==> config.mk <==
export PLATFORM = sky130hd
export DESIGN_NAME = oms_core
export DESIGN_NICKNAME = d
export VERILOG_FILES = /design/src/pkg/oms_pkg.sv /design/src/oms_core.sv
export SDC_FILE = /design/constraint.sdc
export NUM_CORES = 1
export LEC_CHECK = 0
export BUFFER_PORTS_ARGS = -buffer_cell sky130_fd_sc_hd__buf_2
export CORE_ASPECT_RATIO = 0.7
export CORE_UTILIZATION = 60
export CTS_CLUSTER_SIZE = 25
export DETAILED_ROUTE_END_ITERATION = 10
export MAX_ROUTING_LAYER = met4
export PLACE_DENSITY = 0.77
export SLEW_MARGIN = 20
export SYNTH_ARGS = -nofsm -noshare
export SYNTH_HDL_FRONTEND = slang
export SYNTH_SLANG_ARGS = --single-unit
export TNS_END_PERCENT = 30
==> constraint.sdc <==
create_clock -name clk -period 4.8 [get_ports clk]
set_clock_uncertainty 0.2 [all_clocks]
set_input_delay 0.72 -clock clk [delete_from_list [all_inputs] [get_ports clk]]
set_output_delay 0.72 -clock clk [all_outputs]
set_load 0.05 [all_outputs]
==> src/pkg/oms_pkg.sv <==
package oms_pkg;
    // ----------------------------------------------------------------
    // Register map
    // ----------------------------------------------------------------
    localparam logic [6:0] SETUP_ADDR      = 7'h00;
    localparam logic [6:0] LINE_STATE_ADDR = 7'h07;
    localparam logic [6:0] BAUD_ADDR       = 7'h01;
    localparam logic [6:0] SCAN_CTRL_ADDR  = 7'h02;
    localparam logic [6:0] DWELL_LO_ADDR   = 7'h03;
    localparam logic [6:0] DWELL_HI_ADDR   = 7'h04;
    // Setup fields
    localparam int TX_FORCE_BIT   = 0;
    // Line state fields
    localparam int KEYED_BIT      = 0;
    localparam int DIR_BIT        = 1;
    localparam int CD_BIT         = 2;
    localparam int PORT_LSB       = 4;
    // Scan control fields
    localparam int SCAN_STEP_BIT  = 0;
    localparam int SCAN_AUTO_BIT  = 1;
    localparam int SCAN_MODE_LSB  = 2;
    // SPI frame
    localparam int FRAME_BITS     = 16;
    localparam int READ_FLAG_BIT  = 15;
    // Timing
    localparam int DIR_DWELL_BITS = 16;
    localparam int SCAN_PRESET16  = 16;
    localparam logic [11:0] CUSTOM_DWELL_RST = 12'h051;
    localparam int NUM_PORTS      = 4;
    localparam real REF_CLK_MHZ   = 8.704;
    localparam real SYS_CLK_MHZ   = 250.0;
    localparam int REF_HALF_CYC   = int'(SYS_CLK_MHZ / (REF_CLK_MHZ * 2.0));
    // Baud select: reference ticks per bit period
    localparam logic [15:0] TICKS_9600   = 16'h0389;
    localparam logic [15:0] TICKS_38400  = 16'h00E2;
    localparam logic [15:0] TICKS_115200 = 16'h004B;
    localparam logic [1:0]  BAUD_RST     = 2'h0;

    typedef enum logic [1:0] {
        SCAN_ONE,
        SCAN_SIXTEEN,
        SCAN_CUSTOM
    } oms_scan_t;
endpackage

==> src/oms_core.sv <==
`timescale 1ns/1ps
module oms_core #(
    parameter int NPORT = oms_pkg::NUM_PORTS
) (
    input  wire logic       clk,
    input  wire logic       rst,
    input  wire logic       transmit_key_input_n,
    input  wire logic       carrier_in,
    input  wire logic       spi_sclk,
    input  wire logic       spi_cs_n,
    input  wire logic       spi_mosi,
    output logic            spi_miso,
    output logic            tx_carrier_en,
    output logic            direction_out,
    output logic            carrier_detect_output,
    output logic [NPORT-1:0] port_sel
);
    // ----------------------------------------------------------------
    // Registers
    // ----------------------------------------------------------------
    logic [7:0]  setup_r;
    logic [1:0]  baud_r;
    logic [7:0]  scan_ctrl_r;
    logic [11:0] custom_dwell_r;
    logic [1:0]  port_r;
    logic        dir_r;
    logic        carrier_d_r;
    logic        sclk_d_r;
    logic [4:0]  bit_cnt_r;
    logic [15:0] shift_r;
    logic [7:0]  rd_data_r;
    logic        step_req;
    logic [7:0]  line_state;
    logic        keyed;

    assign keyed = setup_r[oms_pkg::TX_FORCE_BIT] | ~transmit_key_input_n;
    assign line_state = {2'h0, port_r, 1'b0, ~carrier_in, dir_r, keyed};

    // ----------------------------------------------------------------
    // SPI slave, 16-bit frames, mode 0
    // ----------------------------------------------------------------
    logic sclk_rise;
    logic sclk_fall;
    logic frame_done;
    assign sclk_rise  = spi_sclk & ~sclk_d_r & ~spi_cs_n;
    assign sclk_fall  = ~spi_sclk & sclk_d_r & ~spi_cs_n;
    assign frame_done = sclk_rise && bit_cnt_r == 5'(oms_pkg::FRAME_BITS - 1);

    function automatic logic [7:0] reg_read(input logic [6:0] a);
        reg_read = 8'h00;
        case (a)
            oms_pkg::SETUP_ADDR:      reg_read = setup_r;
            oms_pkg::BAUD_ADDR:       reg_read = {6'h00, baud_r};
            oms_pkg::SCAN_CTRL_ADDR:  reg_read = scan_ctrl_r;
            oms_pkg::DWELL_LO_ADDR:   reg_read = custom_dwell_r[7:0];
            oms_pkg::DWELL_HI_ADDR:   reg_read = {4'h0, custom_dwell_r[11:8]};
            oms_pkg::LINE_STATE_ADDR: reg_read = line_state;
            default:                  reg_read = 8'h00;
        endcase
    endfunction

    always_ff @(posedge clk or posedge rst) begin
        if (rst) begin
            sclk_d_r  <= 1'b0;
            bit_cnt_r <= 5'h00;
            shift_r   <= 16'h0000;
            rd_data_r <= 8'h00;
            spi_miso  <= 1'b0;
        end else begin
            sclk_d_r <= spi_sclk;
            if (spi_cs_n) begin
                bit_cnt_r <= 5'h00;
                spi_miso  <= 1'b0;
            end else begin
                if (sclk_rise) begin
                    shift_r   <= {shift_r[14:0], spi_mosi};
                    bit_cnt_r <= frame_done ? 5'h00 : bit_cnt_r + 5'h01;
                    if (bit_cnt_r == 5'h07) begin
                        rd_data_r <= reg_read({shift_r[5:0], spi_mosi});
                    end
                end
                if (sclk_fall && bit_cnt_r >= 5'h08) begin
                    spi_miso  <= rd_data_r[7];
                    rd_data_r <= {rd_data_r[6:0], 1'b0};
                end
            end
        end
    end

    logic       wr_now;
    logic [6:0] wr_addr;
    logic [7:0] wr_data;
    assign wr_now  = frame_done && !shift_r[oms_pkg::READ_FLAG_BIT - 1];
    assign wr_addr = shift_r[13:7];
    assign wr_data = {shift_r[6:0], spi_mosi};
    assign step_req = wr_now && wr_addr == oms_pkg::SCAN_CTRL_ADDR && wr_data[oms_pkg::SCAN_STEP_BIT];

    always_ff @(posedge clk or posedge rst) begin
        if (rst) begin
            setup_r        <= 8'h00;
            baud_r         <= oms_pkg::BAUD_RST;
            scan_ctrl_r    <= 8'h00;
            custom_dwell_r <= oms_pkg::CUSTOM_DWELL_RST;
        end else if (wr_now) begin
            case (wr_addr)
                oms_pkg::SETUP_ADDR:     setup_r <= wr_data;
                oms_pkg::BAUD_ADDR:      baud_r <= wr_data[1:0];
                oms_pkg::SCAN_CTRL_ADDR: scan_ctrl_r <= {wr_data[7:1], 1'b0};
                oms_pkg::DWELL_LO_ADDR:  custom_dwell_r[7:0] <= wr_data;
                oms_pkg::DWELL_HI_ADDR:  custom_dwell_r[11:8] <= wr_data[3:0];
                default: ;
            endcase
        end
    end

    // ----------------------------------------------------------------
    // Reference tick and bit period
    // ----------------------------------------------------------------
    logic [7:0]  ref_cnt_r;
    logic [15:0] bit_tick_cnt_r;
    logic        bit_tick_r;
    logic [15:0] ticks_per_bit;
    always_comb begin
        case (baud_r)
            2'h1:    ticks_per_bit = oms_pkg::TICKS_38400;
            2'h2:    ticks_per_bit = oms_pkg::TICKS_115200;
            default: ticks_per_bit = oms_pkg::TICKS_9600;
        endcase
    end

    always_ff @(posedge clk or posedge rst) begin
        if (rst) begin
            ref_cnt_r      <= 8'h00;
            bit_tick_cnt_r <= 16'h0000;
            bit_tick_r     <= 1'b0;
        end else begin
            bit_tick_r <= 1'b0;
            if (ref_cnt_r == 8'(2 * oms_pkg::REF_HALF_CYC - 1)) begin
                ref_cnt_r <= 8'h00;
                if (bit_tick_cnt_r >= ticks_per_bit - 16'h0001) begin
                    bit_tick_cnt_r <= 16'h0000;
                    bit_tick_r     <= 1'b1;
                end else begin
                    bit_tick_cnt_r <= bit_tick_cnt_r + 16'h0001;
                end
            end else begin
                ref_cnt_r <= ref_cnt_r + 8'h01;
            end
        end
    end

    // ----------------------------------------------------------------
    // Direction dwell
    // ----------------------------------------------------------------
    logic [4:0] dir_cnt_r;
    always_ff @(posedge clk or posedge rst) begin
        if (rst) begin
            carrier_d_r <= 1'b0;
            dir_r       <= 1'b0;
            dir_cnt_r   <= 5'h00;
        end else begin
            carrier_d_r <= carrier_in;
            if (carrier_in || carrier_in != carrier_d_r) begin
                dir_r     <= 1'b1;
                dir_cnt_r <= 5'h00;
            end else if (dir_r && bit_tick_r) begin
                if (dir_cnt_r == 5'(oms_pkg::DIR_DWELL_BITS - 1)) begin
                    dir_r     <= 1'b0;
                    dir_cnt_r <= 5'h00;
                end else begin
                    dir_cnt_r <= dir_cnt_r + 5'h01;
                end
            end
        end
    end

    always_ff @(posedge clk or posedge rst) begin
        if (rst) begin
            direction_out         <= 1'b0;
            carrier_detect_output <= 1'b1;
            tx_carrier_en         <= 1'b0;
        end else begin
            direction_out         <= dir_r;
            carrier_detect_output <= ~carrier_in;
            tx_carrier_en         <= keyed;
        end
    end

    // ----------------------------------------------------------------
    // Port scanner
    // ----------------------------------------------------------------
    logic [11:0] scan_cnt_r;
    logic [11:0] scan_limit;
    logic        scan_auto;
    oms_pkg::oms_scan_t scan_mode;
    assign scan_auto = scan_ctrl_r[oms_pkg::SCAN_AUTO_BIT];
    assign scan_mode = oms_pkg::oms_scan_t'(scan_ctrl_r[oms_pkg::SCAN_MODE_LSB +: 2]);
    always_comb begin
        case (scan_mode)
            oms_pkg::SCAN_ONE:     scan_limit = 12'h000;
            oms_pkg::SCAN_SIXTEEN: scan_limit = 12'(oms_pkg::SCAN_PRESET16 - 1);
            oms_pkg::SCAN_CUSTOM:  scan_limit = custom_dwell_r - 12'h001; // 0 means 4096
            default:               scan_limit = 12'h000;
        endcase
    end

    always_ff @(posedge clk or posedge rst) begin
        if (rst) begin
            port_r     <= 2'h0;
            scan_cnt_r <= 12'h000;
        end else if (!scan_auto) begin
            scan_cnt_r <= 12'h000;
            if (step_req) begin
                port_r <= port_r + 2'h1;
            end
        end else if (bit_tick_r) begin
            if (scan_cnt_r >= scan_limit) begin
                scan_cnt_r <= 12'h000;
                port_r     <= port_r + 2'h1;
            end else begin
                scan_cnt_r <= scan_cnt_r + 12'h001;
            end
        end
    end

    genvar g;
    generate
        for (g = 0; g < NPORT; g++) begin : g_port
            always_ff @(posedge clk or posedge rst) begin
                if (rst) begin
                    port_sel[g] <= (g == 0);
                end else begin
                    port_sel[g] <= (32'(port_r) == g);
                end
            end
        end
    endgenerate

    // ----------------------------------------------------------------
    // Checks
    // ----------------------------------------------------------------
    a_tx_keyed: assert property (@(posedge clk) disable iff (rst)
        1'b1 |=> tx_carrier_en == $past(keyed)) else $error("carrier enable wrong");
    a_dir_rise: assert property (@(posedge clk) disable iff (rst)
        carrier_in |=> dir_r ##1 direction_out) else $error("direction not raised");
    a_dir_hold: assert property (@(posedge clk) disable iff (rst)
        dir_r && !bit_tick_r && !carrier_in |=> dir_r) else $error("direction dropped early");
    a_cd_pin: assert property (@(posedge clk) disable iff (rst)
        1'b1 |=> carrier_detect_output == !$past(carrier_in)) else $error("carrier detect wrong");
    a_dir_drop: assert property (@(posedge clk) disable iff (rst)
        dir_r && bit_tick_r && !carrier_in && carrier_d_r == carrier_in && dir_cnt_r == 5'(oms_pkg::DIR_DWELL_BITS - 1)
        |=> !dir_r) else $error("dwell expiry missed");
    a_restart: assert property (@(posedge clk) disable iff (rst)
        carrier_in != carrier_d_r |=> dir_cnt_r == 5'h00) else $error("dwell not restarted");
    a_manual_step: assert property (@(posedge clk) disable iff (rst)
        !scan_auto && step_req |=> port_r == $past(port_r) + 2'h1) else $error("manual step lost");
    a_auto_hold: assert property (@(posedge clk) disable iff (rst)
        scan_auto && !bit_tick_r |=> $stable(port_r)) else $error("port moved off tick");
    a_one_hot: assert property (@(posedge clk) disable iff (rst)
        $onehot(port_sel)) else $error("port select not one-hot");
    a_dir_pin: assert property (@(posedge clk) disable iff (rst)
        1'b1 |=> direction_out == $past(dir_r)) else $error("direction pin wrong");
    a_dir_idle: assert property (@(posedge clk) disable iff (rst)
        !dir_r && !carrier_in && carrier_in == carrier_d_r |=> !dir_r)
        else $error("direction rose without carrier");
    a_tick_align: assert property (@(posedge clk) disable iff (rst)
        bit_tick_r |-> ref_cnt_r == 8'h00 && bit_tick_cnt_r == 16'h0000)
        else $error("bit tick off period boundary");
    a_scan_wrap: assert property (@(posedge clk) disable iff (rst)
        scan_auto && bit_tick_r && scan_cnt_r >= scan_limit |=> port_r == $past(port_r) + 2'h1)
        else $error("scan did not advance");
    a_scan_count: assert property (@(posedge clk) disable iff (rst)
        scan_auto && bit_tick_r && scan_cnt_r < scan_limit |=> scan_cnt_r == $past(scan_cnt_r) + 12'h001)
        else $error("scan dwell count wrong");
    a_manual_hold: assert property (@(posedge clk) disable iff (rst)
        !scan_auto && !step_req |=> $stable(port_r)) else $error("manual port moved");
    a_setup_write: assert property (@(posedge clk) disable iff (rst)
        wr_now && wr_addr == oms_pkg::SETUP_ADDR |=> setup_r == $past(wr_data))
        else $error("setup write lost");
    a_dwell_hold: assert property (@(posedge clk) disable iff (rst)
        carrier_in |=> dir_cnt_r == 5'h00) else $error("dwell ran during carrier");
endmodule

==> results.txt <==
largest cells by area after synthesis: dfrtp_1 (45%), mux2_2 (9.7%), ha_1 (8.1%)
Port-buffer cells: 14
flops & latches, synth: 112
Worst Setup Start Kind: flop
layout cell share with drive strength beyond 1: 18.0%
most frequent cells in the layout: dfrtp_1 (107), nor2_1 (56), mux2_2 (52), nand2_1 (45), ha_1 (39)
ant diodes: 0
Initial Util: 61.9%
Overall Global Routing Usage: 26.6%
CTS Buffer Depth: 2
number of library cell types mapped by synthesis: 56
Placer Congestion: 0.882
P_leak: 2.96 nW
Crit Path Class: flop to flop
drt drc: 0
Final Hold Vio Count: 0
htree depth: 3
Clock Sinks: 112
max-slew violation count: 0
Max VDD drop: 176 µV
Req. time, crit path: 4.84 ns
post-cts resize count: 0
final WL: 12.4 mm
postcts setup bufs: 0
endpoints failing setup: 0
critical path arrival: 4.23 ns
via-per-instance ratio: 6.06
number of max-cap violations: 0
initial antenna violation count: 0
mapped cell area: 0.00601 mm²
number of antenna-violating nets in the routed design: 0
root buffer cell: clkbuf_16
die width: 122 µm
crit path max fanout: 10
DR vias: 4369
# hold bufs at CTS: 0
share of the yosys chip area belonging to registers: 46.7%
Area Overhead vs Synth: 8.22%
power per cell area: 301 mW/mm²
CP endpoint kind: flop
std cell rows: 30
worst-margin pin slew: 0.961 ns
Yosys warnings: 0
Synth area leader: dfrtp_1
DP Worst Slack: 0.720 ns
First DRT Iteration DRCs: 306
gate count of the mapped netlist: 575
Slew HR: 35.9%
dpl hpwl: 8.93 mm
WL/cell: 17.2 µm
Syn Area/Cell: 10.5 µm²
number of buffers created by CTS: 9
core area: 0.00972 mm²
Final #Nets: 634
GRT overflow: 0
number of synthesized flops with an enable pin: 0
IO Count: 15
setup TNS: 0 ns
Final min period: 4.19 ns
largest net degree at the start of global routing: 82
most common cell after layout, fill and taps aside: dfrtp_1
status: completed
Primary FF master, synth: dfrtp_1
die height: 85.8 µm
RSZ-0062 raised after global routing: false
vias in the first global route: 4213
Worst-path clk slew: 0.07 ns
Achievable Freq: 239 MHz
CTS tree: yes
Skew-Pair Late Insertion Delay: 0.35 ns
DIE AREA: 0.0104 mm²
Yosys top cell area share: 44.5%
first-pass GRT wire length: 20.8 mm
Tcrit/Tclk final: 87.3%
Final WS setup: 0.610 ns
Hold Path Class: flop to flop
Post-synth ARST share: 100%
syn_nets: 621
TritonRoute pass-1 iters: 5
-- power by group --
part           switching [mW]  total [mW]  internal [mW]
combinational          0.0686       0.126         0.0572
clock                   0.346       0.771          0.424
sequential             0.0842        1.06          0.980
total                   0.499        1.96           1.46
-- state kept, by name, indices dropped and copies added (netlist names), 7 cells and up --
| name | count |
|---|---|
| setup_r | 8 |
| custom_dwell_r | 12 |
| scan_ctrl_r | 7 |
| scan_cnt_r | 12 |
| shift_r | 15 |
| bit_tick_cnt_r | 16 |
| rd_data_r | 8 |
| ref_cnt_r | 8 |
-- routing by layer --
| layer | global-route usage (%) | routed length (µm) |
|---|---|---|
| met1 | 36.5 | 5840 |
| met2 | 40.8 | 5810 |
| met3 | 5.72 | 609 |
| met4 | 6.06 | 118 |
| met5 | - | 0 |
-- area by class of cell --
type	count	area, µm²
Fill cell	767	3210
Timing Repair Buffer	16	85.1
Sequential cell	112	2810
Clock buffer	11	243
Inverter	27	104
Tap cell	128	160
Clock inverter	5	63.8
Multi-Input combinational cell	422	3040
-- worst max-delay path: stages (launching register included) --
cell and delay (ns):
dfrtp_1 0.43, or4_1 0.54, or4_1 0.48, nor3_2 0.20
xor2_1 0.21, nand2_1 0.09, ha_1 0.32, a211oi_1 0.38
o21bai_1 0.13, a311oi_1 0.32, nor2_2 0.07, buf_4 0.17
o21ai_0 0.15, mux2_2 0.37
-- path summary, 6_finish.rpt --
kind | startpoint | cells after the start | end | slack, ns
min in group asynchronous | rst | 2 | ref_cnt_r[5] | 0.38
setup / recovery | custom_dwell_r[5] | 13 | port_r[1] | 0.61
setup reg to reg | custom_dwell_r[5] | 13 | port_r[1] | 0.61
hold / removal | ref_cnt_r[7] | 1 | ref_cnt_r[7] | 0.30
hold reg to reg | ref_cnt_r[7] | 1 | ref_cnt_r[7] | 0.30
max in group asynchronous | rst | 3 | bit_tick_cnt_r[1] | 3.01
-- synthesized netlist by cell type, types with 3 or more instances --
cell,count
o21bai_1,3
nor2_2,4
a21oi_1,12
a22oi_1,10
nand2_1,45
nor2b_1,9
xor2_1,20
xnor2_1,17
inv_1,27
ha_1,39
nand3_1,27
a31oi_1,4
nor4_1,4
clkbuf_1,13
and3_1,7
or3_1,3
a21o_1,3
o22ai_1,3
dfstp_2,5
nand4_1,8
a211oi_1,3
mux2i_1,4
o21ai_0,28
nor3_1,12
o31ai_1,4
nor3_2,4
nand2b_1,6
o211ai_1,3
nor2_1,56
dfrtp_1,107
mux2_2,52
-- metrics by stage --
stage	power (mW)	instance area, µm²	std cells	hold slack (ns)	util (%)
after floorplan	1.15	6010	575	0.213	-
after global placement	1.19	6200	705	0.264	63.8
after detailed placement	1.20	6200	705	0.275	63.8
after CTS	1.97	6510	721	0.303	66.9
after global routing	2.04	6510	721	0.304	66.9
final	1.96	6510	721	0.297	66.9
-- kinds of logic (layout without fill, tap and decap cells) --
| family | Yosys count | count (layout) | synth area share [%] |
|---|---|---|---|
| AOI/OAI and AO/OA | 85 | 85 | 9.03 |
| DFF | 112 | 112 | 46.7 |
| and+or+nand+nor | 205 | 205 | 17.7 |
| muxes | 56 | 56 | 10.4 |
| buffers and inverters | 41 | 59 | 2.68 |
| adders and majority gates | 39 | 39 | 8.11 |
| xor gates and xnor gates | 37 | 37 | 5.39 |
(Power assumes the default switching activity.)
